<file path="src/inc/sld_pkg.sv">
// package for the segment lcd driver: register map, fields, levels, timing tables
package sld_pkg;
	// register byte offsets on the bus
	localparam logic [3:0] SLD_OFF_CONTROL = 4'h0;
	localparam logic [3:0] SLD_OFF_INDEX = 4'h4;
	localparam logic [3:0] SLD_OFF_WINDOW = 4'h8;
	localparam logic [3:0] SLD_OFF_BOOSTER = 4'hc;
	// control field positions
	localparam int SLD_BIAS_SELECT = 7;
	localparam int SLD_DUTY_HI = 6;
	localparam int SLD_DUTY_LO = 5;
	localparam int SLD_DISPLAY_ENABLE = 4;
	localparam int SLD_WAVEFORM_TYPE = 2;
	localparam int SLD_FRAME_HI = 1;
	localparam int SLD_FRAME_LO = 0;
	localparam logic [7:0] SLD_CONTROL_MASK = 8'hf7;
	localparam logic [7:0] SLD_INDEX_MASK = 8'h1f;
	localparam logic [7:0] SLD_WINDOW_MASK = 8'h0f;
	// booster field positions
	localparam int SLD_BOOST_HI = 2;
	localparam int SLD_BOOST_LO = 1;
	localparam logic [7:0] SLD_BOOSTER_MASK = 8'h06;
	// values after reset
	localparam logic [7:0] SLD_CONTROL_RST = 8'h00;
	localparam logic [7:0] SLD_INDEX_RST = 8'h00;
	localparam logic [7:0] SLD_BOOSTER_RST = 8'h00;
	localparam logic [3:0] SLD_DOTS_RST = 4'h0;
	// drive level codes: ground, first, second, full step
	localparam logic [1:0] SLD_LVL_GND = 2'h0;
	localparam logic [1:0] SLD_LVL_V1 = 2'h1;
	localparam logic [1:0] SLD_LVL_V2 = 2'h2;
	localparam logic [1:0] SLD_LVL_V3 = 2'h3;
	// booster divider terminal counts (divide minus one)
	localparam logic [3:0] SLD_BOOST_DIV1 = 4'h0;
	localparam logic [3:0] SLD_BOOST_DIV4 = 4'h3;
	localparam logic [3:0] SLD_BOOST_DIV8 = 4'h7;
	localparam logic [3:0] SLD_BOOST_DIV16 = 4'hf;

	typedef enum logic [1:0] {SLD_DUTY_HALF, SLD_DUTY_THIRD, SLD_DUTY_QUARTER} sld_duty_t;

	// bus address phase captured for the data phase
	typedef struct packed {
		logic valid;
		logic write;
		logic [3:0] offset;
	} sld_addr_phase_t;

	// sub-oscillator cycles per common slot, by duty and frame code
	function automatic logic [8:0] sld_slot_count(input sld_duty_t duty, input logic [1:0] rate);
		logic [8:0] cnt;
		cnt = 9'h100;
		case (duty)
			SLD_DUTY_HALF: cnt = (rate == 2'h0) ? 9'h100 : (rate == 2'h1) ? 9'h118 :
				(rate == 2'h2) ? 9'h130 : 9'h0e8;
			SLD_DUTY_THIRD: cnt = (rate == 2'h0) ? 9'h0ac : (rate == 2'h1) ? 9'h0bc :
				(rate == 2'h2) ? 9'h0cc : 9'h09c;
			default: cnt = (rate == 2'h0) ? 9'h080 : (rate == 2'h1) ? 9'h08c :
				(rate == 2'h2) ? 9'h098 : 9'h074;
		endcase
		return cnt;
	endfunction : sld_slot_count
endpackage : sld_pkg

</file>
<file path="src/rtl/sld_segment_lcd_driver.sv">
// segment lcd driver: bus registers, display ram and multiplexed drive levels
`timescale 1ns/10ps
`default_nettype none

// Operation
// thirty-two segment lines and four common lines drive a four by thirty-two dot array
// all frame timing advances only on sub-oscillator cycles
// driver keeps running in every cpu power mode; no mode input stops it
// control bit 7 picks half bias at zero, third bias at one
// control bits 6..5 pick half, third or quarter duty
// control bit 4 turns the display on or off
// while off, every common and segment sits at ground
// control bit 2 picks the A or B drive waveform
// control bits 1..0 pick the per-common cycle count by duty
// index register holds a five-bit ram index naming segment 0 to 31
// index bits 7..5 always read zero
// window register moves four dots, bit n for common n
// booster bits 2..1 pick sub-oscillator divided by 1, 4, 8 or 16
// software writes the index first, then reads or writes the window
// commons are scanned in turn; segments take on or off levels from ram
module sld_segment_lcd_driver #(
	parameter int NUM_SEG = 32,
	parameter int NUM_COM = 4
) (
	// clock and reset
	input wire logic ref_clk,
	input wire logic rst_n,
	// ahb-lite slave
	input wire logic hsel,
	input wire logic [31:0] haddr,
	input wire logic [1:0] htrans,
	input wire logic hwrite,
	input wire logic [2:0] hsize,
	input wire logic [31:0] hwdata,
	input wire logic hready,
	output logic [31:0] hrdata,
	output logic hreadyout,
	output logic hresp,
	// sub-oscillator cycle enable
	input wire logic subClkEn,
	// panel drive levels and booster clock enable
	output logic [2*NUM_COM-1:0] commonLine,
	output logic [2*NUM_SEG-1:0] segmentLine,
	output logic boosterTick
);
	import sld_pkg::*;

	logic [7:0] displayControl_r;
	logic [7:0] ramIndex_r;
	logic [7:0] boosterControl_r;
	logic [3:0] dotRam_r [NUM_SEG];
	sld_addr_phase_t addrPhase_r;
	logic readPending_r;
	logic [3:0] readOffset_r;
	logic [31:0] hrdata_r;
	logic hreadyout_r;
	logic [8:0] slotCnt_r;
	logic [1:0] comIdx_r;
	logic polarity_r;
	logic [3:0] boostCnt_r;
	logic boosterTick_r;
	logic [2*NUM_COM-1:0] commonLine_r;
	logic [2*NUM_SEG-1:0] segmentLine_r;

	// decoded control fields
	logic biasThird;
	logic enabled;
	logic typeB;
	logic [1:0] frameRate;
	sld_duty_t duty;
	logic [1:0] lastCom;
	logic [8:0] slotLen;
	logic [3:0] boostDiv;
	logic addrTaken;
	logic dataWrite;
	logic wrControl;
	logic wrIndex;
	logic wrWindow;
	logic wrBooster;
	logic slotEnd;
	logic halfPoint;
	logic frameEnd;
	logic boostWrap;
	logic [7:0] readValue;

	assign biasThird = displayControl_r[SLD_BIAS_SELECT];
	assign enabled = displayControl_r[SLD_DISPLAY_ENABLE];
	assign typeB = displayControl_r[SLD_WAVEFORM_TYPE];
	assign frameRate = {displayControl_r[SLD_FRAME_HI], displayControl_r[SLD_FRAME_LO]};

	always_comb begin
		if (displayControl_r[SLD_DUTY_HI]) begin
			duty = SLD_DUTY_QUARTER;
			lastCom = 2'h3;
		end else if (displayControl_r[SLD_DUTY_LO]) begin
			duty = SLD_DUTY_THIRD;
			lastCom = 2'h2;
		end else begin
			duty = SLD_DUTY_HALF;
			lastCom = 2'h1;
		end
	end

	assign slotLen = sld_slot_count(duty, frameRate);

	// slot, half-slot and frame boundaries of the scan
	assign slotEnd = slotCnt_r >= slotLen - 9'h1;
	assign halfPoint = slotCnt_r == (slotLen >> 1) - 9'h1;
	assign frameEnd = comIdx_r >= lastCom;
	assign boostWrap = boostCnt_r >= boostDiv;

	always_comb begin
		case ({boosterControl_r[SLD_BOOST_HI], boosterControl_r[SLD_BOOST_LO]})
			2'h0: boostDiv = SLD_BOOST_DIV1;
			2'h1: boostDiv = SLD_BOOST_DIV4;
			2'h2: boostDiv = SLD_BOOST_DIV8;
			default: boostDiv = SLD_BOOST_DIV16;
		endcase
	end

	// offset match for a register access
	function automatic logic reg_hit(input logic [3:0] offset, input logic [3:0] target);
		return offset == target;
	endfunction : reg_hit

	// bus: address phase capture, zero-wait writes, one-wait reads
	assign addrTaken = hsel && htrans[1] && hready;

	// write strobes decoded in the data phase
	assign dataWrite = addrPhase_r.valid && addrPhase_r.write;
	assign wrControl = dataWrite && reg_hit(addrPhase_r.offset, SLD_OFF_CONTROL);
	assign wrIndex = dataWrite && reg_hit(addrPhase_r.offset, SLD_OFF_INDEX);
	assign wrWindow = dataWrite && reg_hit(addrPhase_r.offset, SLD_OFF_WINDOW);
	assign wrBooster = dataWrite && reg_hit(addrPhase_r.offset, SLD_OFF_BOOSTER);

	always_ff @(posedge ref_clk) begin
		if (!rst_n) begin
			addrPhase_r <= '0;
		end else if (hready) begin
			addrPhase_r.valid <= addrTaken;
			addrPhase_r.write <= hwrite;
			addrPhase_r.offset <= haddr[3:0];
		end
	end

	// a read waits one cycle so a write just before it has landed
	always_ff @(posedge ref_clk) begin
		if (!rst_n) begin
			readPending_r <= 1'b0;
			readOffset_r <= 4'h0;
			hreadyout_r <= 1'b1;
		end else if (readPending_r) begin
			readPending_r <= 1'b0;
			hreadyout_r <= 1'b1;
		end else if (addrTaken && !hwrite) begin
			readPending_r <= 1'b1;
			readOffset_r <= haddr[3:0];
			hreadyout_r <= 1'b0;
		end
	end

	// read data chosen from the latched offset
	always_comb begin
		case (readOffset_r)
			SLD_OFF_CONTROL: readValue = displayControl_r & SLD_CONTROL_MASK;
			SLD_OFF_INDEX: readValue = ramIndex_r & SLD_INDEX_MASK;
			SLD_OFF_WINDOW: readValue = {4'h0, dotRam_r[ramIndex_r[4:0]]};
			SLD_OFF_BOOSTER: readValue = boosterControl_r & SLD_BOOSTER_MASK;
			default: readValue = 8'h00;
		endcase
	end

	always_ff @(posedge ref_clk) begin
		if (!rst_n) begin
			hrdata_r <= 32'h0;
		end else if (readPending_r) begin
			hrdata_r <= {24'h0, readValue};
		end
	end

	// register writes in the data phase
	always_ff @(posedge ref_clk) begin
		if (!rst_n) begin
			displayControl_r <= SLD_CONTROL_RST;
			ramIndex_r <= SLD_INDEX_RST;
			boosterControl_r <= SLD_BOOSTER_RST;
		end else begin
			if (wrControl) begin
				displayControl_r <= hwdata[7:0] & SLD_CONTROL_MASK;
			end
			if (wrIndex) begin
				ramIndex_r <= hwdata[7:0] & SLD_INDEX_MASK;
			end
			if (wrBooster) begin
				boosterControl_r <= hwdata[7:0] & SLD_BOOSTER_MASK;
			end
		end
	end

	// display ram: one four-dot entry per segment
	always_ff @(posedge ref_clk) begin
		if (!rst_n) begin
			for (int i = 0; i < NUM_SEG; i++) begin
				dotRam_r[i] <= SLD_DOTS_RST;
			end
		end else if (wrWindow) begin
			dotRam_r[ramIndex_r[4:0]] <= hwdata[3:0];
		end
	end

	// frame timing on sub-oscillator cycles; runs in any cpu power mode
	always_ff @(posedge ref_clk) begin
		if (!rst_n || !enabled) begin
			slotCnt_r <= 9'h0;
			comIdx_r <= 2'h0;
			polarity_r <= 1'b0;
		end else if (subClkEn) begin
			if (slotEnd) begin
				slotCnt_r <= 9'h0;
				if (frameEnd) begin
					comIdx_r <= 2'h0;
					if (typeB) begin
						polarity_r <= ~polarity_r;
					end
				end else begin
					comIdx_r <= comIdx_r + 2'h1;
				end
				if (!typeB) begin
					polarity_r <= 1'b0;
				end
			end else begin
				slotCnt_r <= slotCnt_r + 9'h1;
				if (!typeB && halfPoint) begin
					polarity_r <= 1'b1;
				end
			end
		end
	end

	// booster clock enable divided from the sub-oscillator
	always_ff @(posedge ref_clk) begin
		if (!rst_n) begin
			boostCnt_r <= 4'h0;
			boosterTick_r <= 1'b0;
		end else if (subClkEn) begin
			if (boostWrap) begin
				boostCnt_r <= 4'h0;
				boosterTick_r <= 1'b1;
			end else begin
				boostCnt_r <= boostCnt_r + 4'h1;
				boosterTick_r <= 1'b0;
			end
		end else begin
			boosterTick_r <= 1'b0;
		end
	end

	// drive levels: selected common swings fully, segments oppose it when on
	function automatic logic [1:0] idle_level(input logic pol, input logic third);
		if (!third) begin
			return SLD_LVL_V1;
		end
		return pol ? SLD_LVL_V2 : SLD_LVL_V1;
	endfunction : idle_level

	// full swing: top level when high, ground when low
	function automatic logic [1:0] full_level(input logic high);
		return high ? SLD_LVL_V3 : SLD_LVL_GND;
	endfunction : full_level

	always_ff @(posedge ref_clk) begin
		if (!rst_n || !enabled) begin
			commonLine_r <= '0;
		end else begin
			for (int c = 0; c < NUM_COM; c++) begin
				if (c[1:0] == comIdx_r) begin
					commonLine_r[2*c +: 2] <= full_level(~polarity_r);
				end else begin
					commonLine_r[2*c +: 2] <= idle_level(polarity_r, biasThird);
				end
			end
		end
	end

	always_ff @(posedge ref_clk) begin
		if (!rst_n || !enabled) begin
			segmentLine_r <= '0;
		end else begin
			for (int s = 0; s < NUM_SEG; s++) begin
				if (dotRam_r[s][comIdx_r]) begin
					segmentLine_r[2*s +: 2] <= full_level(polarity_r);
				end else begin
					segmentLine_r[2*s +: 2] <= idle_level(~polarity_r, biasThird);
				end
			end
		end
	end

	assign hrdata = hrdata_r;
	assign hreadyout = hreadyout_r;
	assign hresp = 1'b0;
	assign commonLine = commonLine_r;
	assign segmentLine = segmentLine_r;
	assign boosterTick = boosterTick_r;
endmodule : sld_segment_lcd_driver

`default_nettype wire

</file>
<file path="config.mk">
export PLATFORM = sky130hd
export DESIGN_NAME = sld_segment_lcd_driver
export DESIGN_NICKNAME = d
export VERILOG_FILES = /design/src/inc/sld_pkg.sv /design/src/rtl/sld_segment_lcd_driver.sv
export SDC_FILE = /design/constraint.sdc
export NUM_CORES = 1
export LEC_CHECK = 0
export ABC_AREA = 1
export ABC_CLOCK_PERIOD_IN_PS = 4310
export BUFFER_PORTS_ARGS = -buffer_cell sky130_fd_sc_hd__buf_4
export CELL_PAD_IN_SITES_DETAIL_PLACEMENT = 0
export CELL_PAD_IN_SITES_GLOBAL_PLACEMENT = 2
export CORE_ASPECT_RATIO = 0.9
export CORE_MARGIN = 4
export CORE_UTILIZATION = 38
export CTS_BUF_LIST = sky130_fd_sc_hd__clkbuf_8
export DETAILED_ROUTE_END_ITERATION = 8
export PLACE_DENSITY = 0.92
export SETUP_SLACK_MARGIN = 0.02
export SLEW_MARGIN = 20
export SYNTH_ARGS = -nofsm -noshare
export SYNTH_HDL_FRONTEND = slang
export SYNTH_SLANG_ARGS = --single-unit
</file>
<file path="constraint.sdc">
create_clock -name ref_clk -period 4.31 [get_ports ref_clk]
set_input_delay 1.0775 -clock ref_clk [delete_from_list [all_inputs] [get_ports ref_clk]]
set_output_delay 1.0775 -clock ref_clk [all_outputs]
set_load 0.1 [all_outputs]
</file>
==> results summary <==
The clock period minus final worst setup slack came out at 3230 ps. The worst hold path belongs to the class reg2reg. Data arrives at the worst endpoint at 3660 ps. The total number of nets in the final design is 1666.

The post-route netlist has 14.0% of its cells at a drive strength greater than 1. The count of input and output buffers came out at 100. The area taken by flip-flops and latches came out at 6410 um^2. At the end of the flow the core is filled with cells to 45.0%. The number of global-route vias before repair is 9723. The register bit count reported by yosys came out at 256. The floorplan die width is 197 um. The number of buffers inserted during clock tree synthesis is 44. The largest net degree at the start of global routing is 68. The static leakage is 0.00603 uW.

In this run, the number of DRC markers left after iteration 0 of detailed routing was around 830. The initial antenna violation count is 1. The average detailed-routed wire length per instance is roughly 17 um. The number of cells upsized or downsized after cts came out at 0.

The share of the yosys chip area belonging to registers came out at 52.7%. The initial standard-cell utilization of the core came out at approximately two fifths. The cell area after layout came out at 14100 um^2. The sink count of the clock tree came out at between 200 and 300. On the final layout, the worst hold slack is 452 ps. The clock reaches the later pin of the worst-skew pair after 590 ps.

The maximum frequency from static timing analysis is 0.310 GHz. The number of cell instances on the worst register-to-register path came out at 18. The number of fill cells in the layout came out at 3085. The maximum number of buffers from clock root to sink came out at 3. The number of library cell types mapped by synthesis is around 50. The reg2reg setup slack came out at ~1100 ps. For the final routed database, the setup TNS stands at 0 ps. The number of rows created at floorplan is 61. Leaving out fill and tap cells, the most frequent cell in the layout is nor2_1. Measured along the y axis, the die boundary spans 178 um. For this design the ratio of total power to cell area is roughly 370 nW/um^2. The worst hold path was traced through 2 stages. The core box area is between 30000 and 40000 um^2.

TritonCTS built the clock tree. The congestion estimate from routability-driven global placement came to 0.846. The critical path goes through inv_1 -> ha_1 -> nor2_2 -> inv_2 -> nand2_2 -> nand2_4 -> nor2_8 -> nand3_2 -> nand2_1 -> nand2_1 -> ha_1 -> inv_1 -> nor3_1 -> nand3b_1 -> nand4_1 -> nand2_1 -> nand2_1 -> o22ai_1. The required time of the worst setup path came out at 4740 ps. The max-cap violation count is 0. Detailed routing inserted a total of between 10000 and 15000 vias. The post-CTS setup-driven buffer insertion count came out at 0. The share of the cycle needed by the critical path after routing came out at 74.9%. The largest single stage delay on the critical path is 380 ps.

Pin placement for this block handled 182 I/O pins. The flow ran to the end, and the final reports show no timing, DRC or antenna violations. The number of buffers inserted by hold repair at cts came out at 0. The area added between synthesis and finish came out at 15.6%.

The worst setup path is captured at a register. The worst supply voltage drop on vdd is 0.203 mV. The clock transition time at the flip-flop clock pins of the worst setup and hold paths is around 60 ps. The flip-flop cell with the highest count after synthesis is edfxtp_1.

Setup repair after global routing left no endpoint under its margin. The critical path class is reg2reg. The cell area reported after detailed placement came out at 13100 um^2. The wire length of the first global-routing pass is 53100 um. The post-synthesis average cell area is 8.19 um^2. The mapped netlist covers 12200 um^2. In this run the number of H-tree levels came out at 2. The count of final setup violators is 0. The number of inserted diodes came out at 0. The total overflow left after global routing is 0. The number of pins with negative max-slew slack in the final report came out at 0.

The floorplan die area came out at 34900 um^2. The number of warnings reported in the yosys synthesis log came out at 0. In the layout the commonest cells are nor2_1, nand2_1, o21ai_0, edfxtp_1, dfxtp_1. The number of enable flip-flop cells after synthesis came out at 128.

The overall track demand over capacity in global routing is 19.2%. Summing all multi-input logic gate instances after layout gives 5030 um^2. The detailed-router iteration count before antenna repair is 6.

The post-route clock skew came out at approximately 33 ps. STA classifies the critical path startpoint as a register. The number of remaining DRC errors is 0. The post-route antenna net violation count is 0. The sum of net half-perimeters after detailed placement came out at 23200 um. For the pin with the worst max-slew slack, the measured transition is 1210 ps. Among the stages of the critical path, the cell type that occurs most often is nand2_1. The maximum fanout count along the critical path is 9. The average vias per placed instance came out at 5.11. The relative slew slack came out at a little under a fifth. The gate count of the mapped netlist is 1485. The final hold violation count is 0. The clock tree root buffer cell is clkbuf_8. Among all stages on the critical path, the largest delay is contributed by dfxtp_1. The share of synthesized registers carrying an async set or reset came out at 0%.

The routed wire length is between 30000 and 40000 um.
[path summary, 6_finish.rpt]
kind | startpoint | end
min | hrdata[0]$_SDFFE_PN0P_ | hrdata[0]$_SDFFE_PN0P_
max | displayControl_r[0]$_SDFFE_PN0P_ | comIdx_r[1]$_SDFFE_PP0P_
max reg2reg | displayControl_r[0]$_SDFFE_PN0P_ | comIdx_r[1]$_SDFFE_PP0P_
min reg2reg | hrdata[0]$_SDFFE_PN0P_ | hrdata[0]$_SDFFE_PN0P_
[through the flow]
stage	power, uW	std cells	setup slack (ps)
6_report	5250	2011	1080
5_1_grt	5440	2011	681
4_1_cts	5320	2011	1060
3_5_place_dp	2990	1930	1080
3_3_place_gp	2990	1930	1080
2_1_floorplan	2930	1509	1510
[state kept, by name (all words and copies together) (netlist names), named ones only]
signal            count
comIdx_r              2
polarity_r            1
readOffset_r          4
commonLine            8
readPending_r         1
ramIndex_r            5
boosterTick           1
displayControl_r      7
boostCnt_r            4
boosterControl_r      2
hrdata                8
dotRam_r            128
hreadyout             1
segmentLine          64
addrPhase_r           6
slotCnt_r             9
[final cells by class]
class / instances / area share, %
Clock buffer: 51 / 4.99
Clock inverter: 30 / 1.59
Inverter: 81 / 2.19
Multi-Input combinational cell: 1068 / 35.8
Sequential cell: 256 / 45.6
Tap cell: 409 / 3.64
Timing Repair Buffer: 116 / 6.20
[metal layers]
metal / track usage (%) / routed length, um
met1: 25.8 / 15400
met2: 30.7 / 15500
met3: 4.12 / 2560
met4: 6.82 / 947
met5: 0 / 7
[worst max-delay path, delay by kind of cell, from the launching register on]
family	cells	cell delay (ps)
and+or+nand+nor	12	1680
adders and majority gates	2	660
DFF	1	380
buffers and inverters	3	260
AOI/OAI and AO/OA	1	120
[power by group]
group | internal, uW | switching (uW)
registers | 2600 | 28.1
logic | 58.2 | 256
clock network | 1270 | 1040
[Yosys cell counts, types with 2 or more instances]
library cell,number,area [um^2]
nand4_1,10,62.6
o211ai_1,2,15.0
nand2_2,13,81.3
o22ai_1,48,300
clkbuf_1,57,214
nor2_8,2,40.0
buf_4,25,188
xor2_1,7,61.3
clkbuf_2,2,10.0
a21oi_1,39,195
ha_1,24,300
a32o_1,3,30.0
clkinv_1,3,11.3
nor4_1,3,18.8
o21ai_0,168,841
nor3_1,7,35.0
o21ai_1,5,25.0
nand3_1,46,230
inv_2,6,22.5
nor2_1,417,1570
buf_2,18,90.1
nand2_1,211,792
nor2_2,2,12.5
edfxtp_1,128,3840
nand3_2,2,20.0
nand3b_1,2,15.0
dfxtp_1,128,2560
nor2_4,2,22.5
inv_1,71,267
o221ai_1,15,131
[logic make-up (layout without fill, tap and decap cells)]
kind of cell             count (synthesis)  count (layout)  synth area share [%]
other                                    1              25                0.0308
AND/OR/NAND/NOR                        723             723                  24.3
buffers and inverters                  185             278                  6.77
XOR/XNOR                                 7               7                 0.504
AO/OA/AOI/OAI                          289             289                  13.3
flip-flops                             256             256                  52.7
adder cells (fa/ha/maj)                 24              24                  2.47
(Power assumes the default switching activity.)
